**src/core/cca_div_pkg.sv**
```systemverilog
// Package for the channel assessment and antenna diversity block.
// Assumes an 8-bit register port and a 100 MHz core clock.
package cca_div_pkg;

  // ----------------------------------------
  // Register offsets
  // ----------------------------------------
  localparam logic [7:0] DECISION_SELECT_ADDR = 8'h00;
  localparam logic [7:0] BUSY_SOURCE_ADDR     = 8'h01;
  localparam logic [7:0] DWELL_PERIOD_ADDR    = 8'h02;
  localparam logic [7:0] BAUD_DELAY_ADDR      = 8'h03;
  localparam logic [7:0] RADIO_STATUS_ADDR    = 8'h04;
  localparam logic [7:0] LOCK_EVENT_ADDR      = 8'h05;
  localparam logic [7:0] CHANGE_EVENT_ADDR    = 8'h06;
  localparam logic [7:0] EVENT_MASK_ADDR      = 8'h07;
  localparam logic [7:0] STRENGTH_LIMIT_ADDR  = 8'h08;
  localparam logic [7:0] RECEIVE_CTRL_ADDR    = 8'h09;
  localparam logic [7:0] ACCEPT_CARRIER_ADDR  = 8'h0A;
  localparam logic [7:0] ACCEPT_LOCK_ADDR     = 8'h0B;
  localparam logic [7:0] BAUD_RATIO_ADDR      = 8'h0C;

  // ----------------------------------------
  // Field positions
  // ----------------------------------------
  localparam int USE_SS_BIT    = 0;  // use_signal_strength
  localparam int USE_BAUD_BIT  = 1;  // use_baud_carrier
  localparam int USE_LOCK_BIT  = 2;  // use_baud_lock
  localparam int LOCK_EN_BIT   = 3;  // lock_enable
  localparam int ST_BUSY_BIT   = 0;  // radio status fields
  localparam int ST_LOCK_BIT   = 1;
  localparam int ST_ANT_BIT    = 2;
  localparam int ST_AUTO_BIT   = 3;
  localparam int ST_MAN_BIT    = 4;
  localparam int ST_ABOVE_BIT  = 5;
  localparam int RX_RESET_BIT  = 0;
  localparam int RX_START_BIT  = 1;
  localparam int EV_BUSY_FOUND = 0;  // flag vector positions
  localparam int EV_BUSY_CHG   = 1;
  localparam int EV_ANT_LOCK   = 2;
  localparam int EV_ANT_CHG    = 3;

  // ----------------------------------------
  // Reset values
  // ----------------------------------------
  localparam logic [3:0] DSEL_RST   = 4'h0;
  localparam logic [5:0] PERIOD_RST = 6'h00;
  localparam logic [5:0] DELAY_RST  = 6'h00;
  localparam logic [3:0] MASK_RST   = 4'hF;
  localparam logic [7:0] BYTE_RST   = 8'h00;

  // ----------------------------------------
  // Timing
  // ----------------------------------------
  localparam int CLK_PERIOD_NS  = 10;
  localparam int DWELL_UNIT_NS  = 1000;   // One dwell tick
  localparam int DWELL_UNIT_CYC = DWELL_UNIT_NS / CLK_PERIOD_NS;
  localparam int PRE_W          = 7;
  localparam logic [PRE_W-1:0] PRE_LAST =
    PRE_W'(DWELL_UNIT_CYC - 1);
  localparam int SETTLE_CYC     = 3;      // Final calculation slot
  localparam logic [PRE_W-1:0] PRE_SETTLE =
    PRE_W'(DWELL_UNIT_CYC - SETTLE_CYC);

  // ----------------------------------------
  // Whole state of the block
  // ----------------------------------------
  typedef struct packed {
    logic [7:0]       rdata;    // Read data, one cycle late
    logic [3:0]       dsel;     // Decision select
    logic             ext_sel;  // use_external_busy
    logic [5:0]       period;   // Dwell period
    logic [5:0]       delay;    // Baud start delay
    logic             auto_sw;  // auto_switch_control
    logic             manual;   // manual_antenna_choice
    logic [3:0]       flags;    // Sticky events
    logic [3:0]       mask;     // 1 = masked
    logic [7:0]       limit;    // Strength lower limit
    logic [7:0]       acc_cs;   // Accept count, carrier
    logic [7:0]       acc_sd;   // Accept count, lock
    logic [7:0]       ratio;    // Good/fail ratio
    logic [PRE_W-1:0] pre;      // Clocks within a tick
    logic [5:0]       unit;     // Ticks within a period
    logic             cs_dec;   // Baud carrier decision
    logic             sd_dec;   // Baud lock decision
    logic             ant;      // Antenna in use
    logic             locked;   // Switching stopped
    logic             busy_d;   // Previous busy
    logic             lock_d;   // Previous lock status
  } div_state_t;

endpackage : cca_div_pkg

```
**src/core/cca_antenna_diversity.sv**
```systemverilog
// Clear channel assessment and automatic antenna diversity.
// Assumes synchronous inputs on core_clk_i and external baud
// counters that clear on measure_clear_o and count while
// measure_active_o is high.
`timescale 1ns/10ps
`default_nettype none

module cca_antenna_diversity #(
  parameter int CNT_W = 8       // Width of baud counts
) (
  // Clock and reset
  input  wire logic             core_clk_i,
  input  wire logic             rst_i,
  // Register port
  input  wire logic [7:0]       addr_i,
  input  wire logic [7:0]       wr_data_i,
  input  wire logic             wr_i,
  input  wire logic             rd_i,
  output logic      [7:0]       rd_data_o,
  // Transceiver side
  input  wire logic [7:0]       rssi_i,
  input  wire logic             ext_busy_in_i,
  input  wire logic [CNT_W-1:0] good_count_i,
  input  wire logic [CNT_W-1:0] fail_count_i,
  output logic                  measure_active_o,
  output logic                  measure_clear_o,
  // Antenna switch
  output logic                  antenna_select_out_o,
  output logic                  antenna_select_n_o,
  // Controller
  output logic                  channel_busy_o,
  output logic                  irq_o
);

  // ----------------------------------------
  // Helpers
  // ----------------------------------------

  // Baud verdict: good must beat the accept count and
  // also ratio times fail.
  function automatic logic baud_ok(
    input logic [CNT_W-1:0] good,
    input logic [CNT_W-1:0] fail,
    input logic [7:0]       accept,
    input logic [7:0]       ratio
  );
    logic [CNT_W+7:0] prod;
    logic [CNT_W+7:0] good_w;
    prod   = (CNT_W+8)'(fail) * (CNT_W+8)'(ratio);
    good_w = (CNT_W+8)'(good);
    return (good_w > (CNT_W+8)'(accept)) && (good_w > prod);
  endfunction : baud_ok

  // ----------------------------------------
  // State
  // ----------------------------------------
  // Timer step, sized to the prescaler
  localparam logic [cca_div_pkg::PRE_W-1:0] PRE_INC = {{(cca_div_pkg::PRE_W-1){1'h0}}, 1'h1};
  cca_div_pkg::div_state_t st_reg;  // Registered state
  cca_div_pkg::div_state_t st_next; // Next state

  logic above;       // Strength above limit
  logic busy_int;    // Internal assessment
  logic busy;        // Chosen busy result
  logic stop_div;    // Lock decision now
  logic tick_end;    // Last clock of a tick
  logic period_end;  // Last clock of a period
  logic running;     // Timer enabled
  logic restart;     // Receive reset or start written
  logic [3:0] ev_set;  // Events this cycle
  logic [3:0] ev_clr;  // Software clears

  // ----------------------------------------
  // Decisions
  // ----------------------------------------
  always_comb begin
    // Strength compare, strictly greater
    above = rssi_i > st_reg.limit;
    // Disabled inputs count as true
    busy_int =
      (!st_reg.dsel[cca_div_pkg::USE_BAUD_BIT] ||
       st_reg.cs_dec) &&
      (!st_reg.dsel[cca_div_pkg::USE_SS_BIT] ||
       above);
    // Source select
    if (st_reg.ext_sel) begin
      busy = ext_busy_in_i;
    end else begin
      busy = busy_int;
    end
    // The live decision feeds the status bit; the latch
    // in the next-state logic keeps the antenna fixed.
    // Lock decision, off unless lock_enable
    stop_div =
      st_reg.dsel[cca_div_pkg::LOCK_EN_BIT] &&
      (!st_reg.dsel[cca_div_pkg::USE_LOCK_BIT] ||
       st_reg.sd_dec) &&
      (!st_reg.dsel[cca_div_pkg::USE_SS_BIT] ||
       above);
  end

  // ----------------------------------------
  // Dwell timer flags
  // ----------------------------------------
  always_comb begin
    // Unit counts up to one below the period, so a period
    // of N ticks spans exactly N whole ticks.
    // A zero period holds the timer still
    running    = st_reg.period != 6'h00;
    tick_end   = st_reg.pre == cca_div_pkg::PRE_LAST;
    period_end = running && tick_end &&
                 (st_reg.unit == st_reg.period - 6'h01);
    restart    = wr_i &&
      (addr_i == cca_div_pkg::RECEIVE_CTRL_ADDR) &&
      (wr_data_i[cca_div_pkg::RX_RESET_BIT] ||
       wr_data_i[cca_div_pkg::RX_START_BIT]);
  end

  // ----------------------------------------
  // Next state
  // ----------------------------------------
  always_comb begin
    st_next = st_reg;
    ev_set  = 4'h0;
    ev_clr  = 4'h0;

    // Dwell timer: runs and restarts each period
    if (restart) begin
      // Clear both counters to restart the period
      st_next.pre  = '0;
      st_next.unit = 6'h00;
    end else if (!running) begin
      st_next.pre  = '0;
      st_next.unit = 6'h00;
    end else if (tick_end) begin
      st_next.pre = '0;
      if (period_end) begin
        st_next.unit = 6'h00;
      end else begin
        st_next.unit = st_reg.unit + 6'h01;
      end
    end else begin
      st_next.pre = st_reg.pre + PRE_INC;
    end

    // Tallies are sampled on the edge that clears them
    // Baud verdicts, taken every period even when locked
    if (period_end) begin
      st_next.cs_dec = baud_ok(good_count_i, fail_count_i,
        st_reg.acc_cs, st_reg.ratio);
      st_next.sd_dec = baud_ok(good_count_i, fail_count_i,
        st_reg.acc_sd, st_reg.ratio);
    end

    // Restart wins over a true decision so testing resumes
    // Lock latch; receive reset or start resumes testing
    if (restart) begin
      st_next.locked = 1'b0;
    end else if (stop_div) begin
      st_next.locked = 1'b1;
    end

    // Antenna choice; no toggle while the decision is true,
    // so the antenna in use when the decision turns true is the one kept
    if (!st_reg.auto_sw) begin
      st_next.ant = st_reg.manual;
    end else if (period_end && !st_reg.locked && !stop_div) begin
      st_next.ant = !st_reg.ant;
    end

    // Edge history
    st_next.busy_d = busy;
    st_next.lock_d = stop_div;

    // Events; edges use the combinational busy, so the busy-found flag sets on the edge
    // channel_busy_o rises, and the busy-change flag on every edge it changes
    ev_set[cca_div_pkg::EV_BUSY_FOUND] =
      busy && !st_reg.busy_d;
    ev_set[cca_div_pkg::EV_BUSY_CHG] =
      busy != st_reg.busy_d;
    ev_set[cca_div_pkg::EV_ANT_LOCK] =
      stop_div && !st_reg.lock_d;
    ev_set[cca_div_pkg::EV_ANT_CHG] =
      st_next.ant != st_reg.ant;

    // Register writes
    if (wr_i) begin
      unique case (addr_i)
        cca_div_pkg::DECISION_SELECT_ADDR: begin
          st_next.dsel = wr_data_i[3:0];
        end
        cca_div_pkg::BUSY_SOURCE_ADDR: begin
          st_next.ext_sel = wr_data_i[0];
        end
        cca_div_pkg::DWELL_PERIOD_ADDR: begin
          st_next.period = wr_data_i[5:0];
        end
        cca_div_pkg::BAUD_DELAY_ADDR: begin
          st_next.delay = wr_data_i[5:0];
        end
        cca_div_pkg::RADIO_STATUS_ADDR: begin
          // Only the two control bits are writable
          st_next.auto_sw =
            wr_data_i[cca_div_pkg::ST_AUTO_BIT];
          st_next.manual =
            wr_data_i[cca_div_pkg::ST_MAN_BIT];
        end
        cca_div_pkg::LOCK_EVENT_ADDR: begin
          // Write one to clear
          ev_clr[cca_div_pkg::EV_BUSY_FOUND] = wr_data_i[0];
          ev_clr[cca_div_pkg::EV_ANT_LOCK]   = wr_data_i[1];
        end
        cca_div_pkg::CHANGE_EVENT_ADDR: begin
          ev_clr[cca_div_pkg::EV_BUSY_CHG] = wr_data_i[0];
          ev_clr[cca_div_pkg::EV_ANT_CHG]  = wr_data_i[1];
        end
        cca_div_pkg::EVENT_MASK_ADDR: begin
          st_next.mask = wr_data_i[3:0];
        end
        cca_div_pkg::STRENGTH_LIMIT_ADDR: begin
          st_next.limit = wr_data_i;
        end
        cca_div_pkg::ACCEPT_CARRIER_ADDR: begin
          st_next.acc_cs = wr_data_i;
        end
        cca_div_pkg::ACCEPT_LOCK_ADDR: begin
          st_next.acc_sd = wr_data_i;
        end
        cca_div_pkg::BAUD_RATIO_ADDR: begin
          st_next.ratio = wr_data_i;
        end
        default: begin
          // Unmapped or pulse-only: nothing stored
        end
      endcase
    end

    // A new event beats a clear in the same cycle
    st_next.flags = (st_reg.flags & ~ev_clr) | ev_set;

    // Read data, valid the cycle after the strobe; status
    // bits are live, as of the cycle the strobe is taken
    st_next.rdata = 8'h00;
    if (rd_i) begin
      unique case (addr_i)
        cca_div_pkg::DECISION_SELECT_ADDR: begin
          st_next.rdata = {4'h0, st_reg.dsel};
        end
        cca_div_pkg::BUSY_SOURCE_ADDR: begin
          st_next.rdata = {7'h00, st_reg.ext_sel};
        end
        cca_div_pkg::DWELL_PERIOD_ADDR: begin
          st_next.rdata = {2'h0, st_reg.period};
        end
        cca_div_pkg::BAUD_DELAY_ADDR: begin
          st_next.rdata = {2'h0, st_reg.delay};
        end
        cca_div_pkg::RADIO_STATUS_ADDR: begin
          st_next.rdata = {2'h0,
            above,
            st_reg.manual,
            st_reg.auto_sw,
            st_reg.ant,
            stop_div,
            busy};
        end
        cca_div_pkg::LOCK_EVENT_ADDR: begin
          st_next.rdata = {6'h00,
            st_reg.flags[cca_div_pkg::EV_ANT_LOCK],
            st_reg.flags[cca_div_pkg::EV_BUSY_FOUND]};
        end
        cca_div_pkg::CHANGE_EVENT_ADDR: begin
          st_next.rdata = {6'h00,
            st_reg.flags[cca_div_pkg::EV_ANT_CHG],
            st_reg.flags[cca_div_pkg::EV_BUSY_CHG]};
        end
        cca_div_pkg::EVENT_MASK_ADDR: begin
          st_next.rdata = {4'h0, st_reg.mask};
        end
        cca_div_pkg::STRENGTH_LIMIT_ADDR: begin
          st_next.rdata = st_reg.limit;
        end
        cca_div_pkg::ACCEPT_CARRIER_ADDR: begin
          st_next.rdata = st_reg.acc_cs;
        end
        cca_div_pkg::ACCEPT_LOCK_ADDR: begin
          st_next.rdata = st_reg.acc_sd;
        end
        cca_div_pkg::BAUD_RATIO_ADDR: begin
          st_next.rdata = st_reg.ratio;
        end
        default: begin
          // Unmapped and receive control read as zero
          st_next.rdata = 8'h00;
        end
      endcase
    end
  end

  // ----------------------------------------
  // State register
  // ----------------------------------------
  always_ff @(posedge core_clk_i) begin
    if (rst_i) begin
      // Hard or soft reset also drops the lock; masks come
      // up set so nothing interrupts before firmware is ready
      st_reg         <= '0;
      st_reg.dsel    <= cca_div_pkg::DSEL_RST;
      st_reg.period  <= cca_div_pkg::PERIOD_RST;
      st_reg.delay   <= cca_div_pkg::DELAY_RST;
      st_reg.mask    <= cca_div_pkg::MASK_RST;
      st_reg.limit   <= cca_div_pkg::BYTE_RST;
      st_reg.auto_sw <= 1'b1;   // Automatic after reset
      st_reg.busy_d  <= 1'b1;   // Matches busy with all off
    end else begin
      st_next_q: st_reg <= st_next;
    end
  end

  // ----------------------------------------
  // Outputs
  // ----------------------------------------
  // Measurement window: after the settling delay and
  // before the last few clocks kept for calculation.
  always_comb begin
    measure_active_o = running && !restart &&
      (st_reg.unit >= st_reg.delay) &&
      !((st_reg.unit == st_reg.period - 6'h01) &&
        (st_reg.pre >= cca_div_pkg::PRE_SETTLE));
    measure_clear_o = period_end || restart;
  end

  // Both select lines come from one flop, so they can
  // never overlap or both sit low during a switch
  // Complementary antenna pair
  assign antenna_select_out_o = st_reg.ant;
  assign antenna_select_n_o   = !st_reg.ant;
  assign rd_data_o            = st_reg.rdata;
  // Busy only reported; no transmit path looks at it
  assign channel_busy_o       = st_reg.busy_d;
  assign irq_o = |(st_reg.flags & ~st_reg.mask);

endmodule : cca_antenna_diversity

`default_nettype wire

```
**config.mk**
```make
export PLATFORM = sky130hd
export DESIGN_NAME = cca_antenna_diversity
export DESIGN_NICKNAME = d
export VERILOG_FILES = /design/src/core/cca_div_pkg.sv /design/src/core/cca_antenna_diversity.sv
export SDC_FILE = /design/constraint.sdc
export NUM_CORES = 1
export LEC_CHECK = 0
export BUFFER_PORTS_ARGS = -buffer_cell sky130_fd_sc_hd__buf_2
export CORE_UTILIZATION = 60
export CTS_BUF_LIST = sky130_fd_sc_hd__clkbuf_2
export DETAILED_ROUTE_END_ITERATION = 8
export PLACE_DENSITY_LB_ADDON = 0.05
export SYNTH_ARGS = -nofsm -noshare
export SYNTH_HDL_FRONTEND = slang
export SYNTH_SLANG_ARGS = --single-unit
```
**constraint.sdc**
```tcl
create_clock -name core_clk_i -period 5.59 [get_ports core_clk_i]
set_clock_uncertainty 0.05 [all_clocks]
set_input_delay 1.118 -clock core_clk_i [delete_from_list [all_inputs] [get_ports core_clk_i]]
set_output_delay 1.118 -clock core_clk_i [all_outputs]
set_load 0.1 [all_outputs]
```
Yosys cells after proc, flatten, opt, wreduce, memory -nomap -nowiden. Cells that the tools add are included.

Input bits: 45. Output and inout port bits: 14. Register bits: 86.

$add $sub $neg: 3. Magnitude comparators: 6. Muxes and demuxes: 10. Eq/ne operators: 16. Reductions and logical operators: 49. Bitwise gates (word level): 7. Multiply operators: 1.

Operators by type and width (number): one-hot mux 8 bit (12 select lines) (1); == test 8 x 4 -> 1 bit, second input constant (5); == test 8 x 3 -> 1 bit, second input constant (4); greater-than comparator 8 bit (3); AND reduction 2 bit (10); logical AND 1 bit (17); == test 8 x 2 -> 1 bit, second input constant (2); greater-than comparator 8 x 16 -> 1 bit (1); multiplier 8 x 8 -> 16 bit (1); zero test 1 bit (10); bitwise AND 4 bit (2); == test 8 x 1 -> 1 bit, second input constant (1); zero test 8 bit (1); inverter 4 bit (2); OR reduction 4 bit (2); adder 7 x 1 -> 7 bit, second input constant (1); == test 7 bit, second input constant (1); greater-or-equal comparator 7 bit, second input constant (1); 2-to-1 mux 1 bit (7); adder 6 x 1 -> 6 bit, second input constant (1); == test 6 bit (1); greater-or-equal comparator 6 bit (1); 2-to-1 mux 6 bit (1); nonzero test 6 bit (1); 8 further kinds (15).

Logic depth before layout (Yosys ltp). Gate-level depths: netlist of the first run.

Depth after elaboration: 10. Gate-level depth with buffers: 20. Gate-level depth less buffers: 20.

Worst setup path after synthesis of the first run. OpenSTA, ideal clock, no wires.

Path type: input to register. From: input fail_count_i[1]. To: register st_reg[5] in the netlist's numbering. Data arrival time: 5.013 ns. Path slack: 0.458 ns. Required time: 5.471 ns. Path buffers: 0. Cell stages on the path: 18. Setup time: 0.069 ns. Cells stage by stage: and2_1 > fa_1 > fa_1 > inv_1 > fa_1 > fa_1 > inv_1 > ha_1 > a21oi_1 > xor2_1 > ha_1 > nand4_1 > nor2_1 > a21oi_1 > nand4_1 > nor4_1 > o2111ai_1 > o21ai_1.

Word-level cells in the longest chain between the ends: 3.

RTL lines: from (decl) (RTL line cca_antenna_diversity.sv:24) `input wire logic [CNT_W-1:0] fail_count_i,`; multiplier 8 x 8 -> 16 bit (RTL line cca_antenna_diversity.sv:49) `prod = (CNT_W+8)'(fail) * (CNT_W+8)'(ratio);`; greater-than comparator 8 x 16 -> 1 bit (RTL line cca_antenna_diversity.sv:51) `return (good_w > (CNT_W+8)'(accept)) && (good_w > prod);`; logical AND 1 bit (RTL line cca_antenna_diversity.sv:51); to (signal assigned) (RTL line cca_antenna_diversity.sv:316) `st_next_q: st_reg <= st_next;`; to (decl) (RTL line cca_antenna_diversity.sv:59) `cca_div_pkg::div_state_t st_reg;`.

No other way between the ends. A chain may end at the register's enable or synchronous reset.

Worst setup path after layout of the first run. Ends and elaborated chain as after synthesis.

==> impl_metrics.csv, run 1 <==
group,metric,value,unit
status,status,"complete, no violations",
layout,postLayoutCellArea,0.00735,mm^2
critical_path,cpLargestDelayFamily,"adder cells",
global_routing,grtUsageMet2,52.0,%
cts,clk_latency,0.60,ns
placement,placed_area,0.00726,mm^2
route,drt_iter0_markers,599,
critical_path,crit_chain,"buf_2 > and2_1 > fa_1 > fa_1 > inv_1 > fa_1 > fa_1 > inv_1 > ha_1 > a21oi_1 > xor2_1 > ha_1 > nand4_1 > nor2_1 > a21oi_1 > nand4_1 > nor4_1 > o2111ai_1 > o21ai_1",
layout,layout-drive-gt1-share,9.74,%
global_routing,grt_max_degree,64,
layout,n_antenna_cell,0,
layout,final_util,66.3,%
cts,postCtsSetupBuffers,0,
synth,ys_warn_count,0,
timing,finalMaxSlewViolations,0,
route,vias_per_cell,6.04,
cts,root_buffer,"clkbuf_2",
global_routing,antenna_found_initial,1,
synth,synth-seq-area-share,24.8,%
synth,synth_edf_count,0,
synth,syn_inst,855,
global_routing,grt_use_met1,43.4,%
critical_path,start_kind,"input port",
floorplanning,start_util,62.8,%
critical_path,critPathCaptureType,"flop",
route,vias,6238,
global_routing,busiest_layer,"met2",
cts,clock_sink_count,86,
power,power_density,135,mW/mm^2
critical_path,slowest_delay,0.54,ns
flow_run,drv_cap,0,
timing,period_share,89.0,%
floorplanning,coreArea,0.0111,mm^2
synth,synthFlopType,"dfxtp_1",
cts,cts-resized-gates,0,
global_routing,gr-usage-met3,8.00,%
critical_path,cp_data_arrival_time,5.46,ns
synth,synthArstFlopShare,0,%
timing,fmax,0.201,GHz
placement,numPortBuffers,58,
cts,cts_buffers,9,
global_routing,grt_use_total,32.5,%
route,drt_wl_total,18100,um
route,dr.pass1.iters,5,
floorplanning,fp.dieW,110,um
timing,relSlewSlack,12.1,%
power,ir_drop,0.146,mV
synth,ys_ff_latch,86,
timing,hold_violations,0,
critical_path,path_common_cell,"fa_1",
synth,synth_cell_types,57,
cts,cts_hold_buffers,0,
placement,gp_congestion,0.926,
critical_path,required,6.08,ns
route,route.detailed.drc,0,
timing,tightest_slew,1.31,ns
critical_path,slowest_stage,"fa_1",
power,p_leak,0.00307,uW
layout,syn_to_final_growth,5.65,%
global_routing,grt_pass1_vias,6057,
floorplanning,io_pins,59,
layout,fill_cells,973,
synth,syn_nets,1015,
cts,cts_tree,"built",
global_routing,gr-total-overflow,0,
synth,netlist_area,0.00695,mm^2
timing,post-route-min-period,4.97,ns
floorplanning,die_h,110,um
global_routing,grt_pass1_wl,29400,um
critical_path,crit_fanout,8,
cts,htreeDepth,3,
synth,avgSynthCellArea,8.13,um^2
layout,largest_reg_flops,76,
floorplanning,rows,38,
timing,whs,0.430,ns
route,wl_per_cell,17.5,um
placement,hpwlAfterDp,14500,um
timing,rsz0062_at_grt,"false",
critical_path,worst-path-buf-inv,3,
layout,nets,1048,
floorplanning,dieArea,0.0120,mm^2
cts,cts.path.max_buffers,2,
route,ant_nets,0,
timing,setup_violations,0,
critical_path,path_class,"in -> reg",
cts,cts.clk_slew.worst_paths,0.22,ns
min_path,hp-class,"reg -> reg",
==> routing by layer <==
| metal | up-vias | wire length (um) |
|---|---|---|
| met3 | 37 | 1590 |
| met2 | 246 | 8310 |
| met4 | 2 | 351 |
| met1 | 2958 | 7850 |
| li1 | 2995 | - |
| met5 | - | 9 |
==> cell type report <==
cell class                      instances  area [um^2]  area share [%]
Timing Repair Buffer                   62          320            4.36
Inverter                               98          368            5.01
Clock buffer                           10         50.0           0.681
Clock inverter                          6         37.5           0.511
Sequential cell                        86         1720            23.4
Multi-Input combinational cell        631         4670            63.6
Tap cell                              140          175            2.38
==> synth_stat cells, drive strengths merged (11+ instances only) <==
library cell	number	area [um^2]
nor3	11	76.3
o21ai	15	75.1
nand3	60	300
xnor2	20	175
a21oi	75	375
dfxtp	86	1720
nand2	98	368
a22oi	12	90.1
and2	57	357
nand4	11	68.8
buf	16	98.8
inv	98	368
clkbuf	24	91.3
fa	36	721
nor2	44	168
a21o	11	82.6
ha	79	988
==> path summary, 6_finish.rpt <==
check,slack [ns],startpoint,cells after the start,endpoint
worst max register to register,0.63,st_reg[24],18,st_reg[5]
worst max-delay path,0.62,fail_count_i[1],19,st_reg[5]
worst min register to register,0.43,st_reg[40],2,st_reg[40]
worst min-delay path,0.43,st_reg[40],2,st_reg[40]
==> worst reg2reg max path, cell delays in order (launching register included) <==
cell	delay (ns)
dfxtp_1	0.68
nand2_1	0.13
fa_1	0.49
fa_1	0.55
inv_1	0.06
fa_1	0.54
inv_1	0.06
fa_1	0.53
inv_1	0.04
ha_1	0.35
xor2_1	0.18
ha_1	0.30
nand4_1	0.12
nor2_1	0.07
a21oi_1	0.11
nand4_1	0.11
nor4_1	0.23
o2111ai_1	0.18
o21ai_1	0.16
==> cells in the final DEF (no fill, tap or decap), types with 3 or more instances in the layout <==
master / n
and4_1: 3
nor4_1: 3
nand2_1: 98
nor3_1: 8
a21oi_1: 75
and2_1: 57
buf_4: 4
nand3b_1: 3
o2111ai_1: 4
dfxtp_1: 86
a22oi_1: 12
mux2i_1: 5
xnor2_1: 20
nor2_1: 43
o21ai_0: 13
a21o_1: 11
buf_2: 58
ha_1: 79
nand4_1: 11
clkbuf_2: 10
and3_1: 5
nand2b_1: 7
a221oi_1: 8
o211ai_1: 7
fa_1: 36
inv_1: 98
a222oi_1: 6
a211oi_1: 5
xor2_1: 8
nand3_1: 60
a31oi_1: 7
nor2b_1: 8
==> stage by stage <==
stage                     cells  total power, uW  setup TNS (ns)  setup WS [ns]
final                      1033              994               0          0.616
after detailed placement   1017              725         -0.0342        -0.0242
after global placement     1017              721               0          0.162
after global routing       1033             1030               0          0.295
after floorplan             855              680               0          0.458
after CTS                  1033              996               0          0.616
==> power by group <==
group | total, uW | internal (uW) | switching, uW
sequential | 616 | 615 | 0.815
combinational | 99.3 | 32.9 | 66.4
clock | 278 | 58.6 | 220
total | 994 | 707 | 287
==> cells by family (layout without fill, tap and decap cells) <==
logic type	count (synthesis)	count (layout)	share of synthesized area (%)
flip-flops	86	86	24.8
adder cells (fa/ha/maj)	115	115	24.6
multiplexers	7	7	1.04
AO/OA/AOI/OAI	165	165	15.2
buffers and inverters	138	176	8.03
XOR/XNOR	28	28	3.53
AND/OR/NAND/NOR	316	316	22.8
Power figures use the tool's default switching activity.
==> inputs of run 2 (changes only) <==
==> constraint.sdc (replaced) <==
create_clock -name core_clk_i -period 5.5 [get_ports core_clk_i]
set_clock_uncertainty 0.05 [all_clocks]
set_input_delay 1.1 -clock core_clk_i [delete_from_list [all_inputs] [get_ports core_clk_i]]
set_output_delay 1.1 -clock core_clk_i [all_outputs]
set_load 0.1 [all_outputs]
==> impl_metrics.csv, run 2 (synthesized netlist as in run 1, its figures left out) <==
group,metric,value,unit
timing,period_share,89.4,%
timing,post-route-min-period,4.92,ns
placement,gp_congestion,0.947,
layout,layout-drive-gt1-share,10.1,%
global_routing,grt_pass1_vias,6016,
critical_path,start_kind,"flop",
layout,syn_to_final_growth,6.50,%
power,p_leak,0.00310,uW
timing,setup_violations,0,
cts,clock_sink_count,86,
cts,root_buffer,"clkbuf_2",
layout,nets,1050,
floorplanning,dieArea,0.0120,mm^2
cts,clk_latency,0.60,ns
route,drt_wl_total,18400,um
timing,tightest_slew,1.30,ns
cts,cts-resized-gates,0,
critical_path,cp_data_arrival_time,5.43,ns
placement,dp.cells,1019,
timing,rsz0062_at_grt,"false",
timing,hold_violations,0,
route,wl_per_cell,17.8,um
timing,timing.setup.tns,0,ns
global_routing,grt_pass1_wl,29700,um
route,vias,6332,
global_routing,grt_max_degree,64,
flow_run,drv_cap,0,
cts,htreeDepth,3,
cts,cts_tree,"built",
power,power,1100,uW
power,ir_drop,0.172,mV
timing,fin_ws,0.581,ns
timing,fmax,0.203,GHz
critical_path,path_class,"reg -> reg",
cts,cts_hold_buffers,0,
floorplanning,die_h,110,um
power,power_density,149,mW/mm^2
placement,dp_slack,-0.0157,ns
floorplanning,rows,38,
floorplanning,start_util,62.8,%
cts,cts.clk_slew.worst_paths,0.29,ns
cts,cts.path.max_buffers,2,
timing,relSlewSlack,12.3,%
route,dr.pass1.iters,5,
global_routing,gr-total-overflow,0,
layout,mostFrequentLayoutCells,"98 x inv_1, 98 x nand2_1, 86 x dfxtp_1",
critical_path,crit_start,"st_reg[26]",
route,vias_per_cell,6.12,
floorplanning,io_pins,59,
route,drt_iter0_markers,603,
critical_path,r2r_start,"st_reg[26]",
cts,postCtsSetupBuffers,0,
status,status,"complete, no violations",
critical_path,required,6.01,ns
layout,largest_reg_flops,76,
floorplanning,coreArea,0.0111,mm^2
cts,cts_buffers,9,
layout,layout.cells.non_filler,1035,
critical_path,critPathCaptureType,"flop",
placement,hpwlAfterDp,14400,um
timing,whs,0.440,ns
min_path,hp-class,"reg -> reg",
min_path,hold_start,"st_reg[40]",
route,route.detailed.drc,0,
global_routing,antenna_found_initial,0,
global_routing,grt_use_total,32.6,%
floorplanning,fp.dieW,110,um
route,ant_nets,0,
layout,n_antenna_cell,0,
timing,finalMaxSlewViolations,0,
critical_path,crit_fanout,10,
placement,numPortBuffers,58,
## run 2: changes by cell type in the layout (fill, tap and decap cells not counted)
| cell | delta |
|---|---|
| buf_4 | +2 |
| bufinv_16 | +1 |
| clkbuf_2 | -1 |
| clkinv_1 | -1 |
| clkinv_2 | -2 |
| clkinvlp_4 | -1 |
| inv_6 | +2 |
| inv_8 | +2 |
## run 2: final timing paths
kind / endpoint / slack [ns] / depth (start not counted)
max: st_reg[5] / 0.58 / 17
min: st_reg[40] / 0.44 / 2
max reg2reg: st_reg[5] / 0.58 / 17
min reg2reg: st_reg[40] / 0.44 / 2
## run 2: worst max-delay path, stage by stage (launching register included)
cell,delay [ns]
dfxtp_1,0.64
nand2_1,0.15
fa_1,0.53
fa_1,0.54
inv_1,0.05
fa_1,0.52
inv_1,0.05
fa_1,0.53
inv_1,0.04
ha_1,0.35
xor2_1,0.18
ha_1,0.30
nand4_1,0.13
a21oi_1,0.17
a211oi_1,0.07
nor4_1,0.23
o2111ai_1,0.18
o21ai_1,0.16
## run 2: layout make-up
cell class	instances	area (um^2)
flip-flops and latches	86	1720
clock buffers	9	45.0
repair buffers	64	335
inverters	98	368
multi-input cells	631	4670
well taps	140	175
clock inverters	7	86.3
fillers	995	3670
## run 2: metal layers
layer  share of wire [%]  global-route usage [%]
met4                 1.7                    11.0
met2                  45                    50.2
met5                   0                       0
met3                 9.0                    5.99
met1                  44                    45.7
## run 2: power by group
part	switching, uW	internal [uW]	total (uW)	leakage, uW
registers	0.821	626	627	0.000693
logic	67.7	33.9	102	0.00233
clock network	256	117	373	0.0000774
## run 2: metrics by stage
step / utilization (%) / cell area, um^2
2_1_floorplan: - / 6950
6_report: 66.8 / 7400
3_5_place_dp: 65.7 / 7270
3_3_place_gp: 65.7 / 7270
4_1_cts: 66.8 / 7400
5_1_grt: 66.8 / 7400
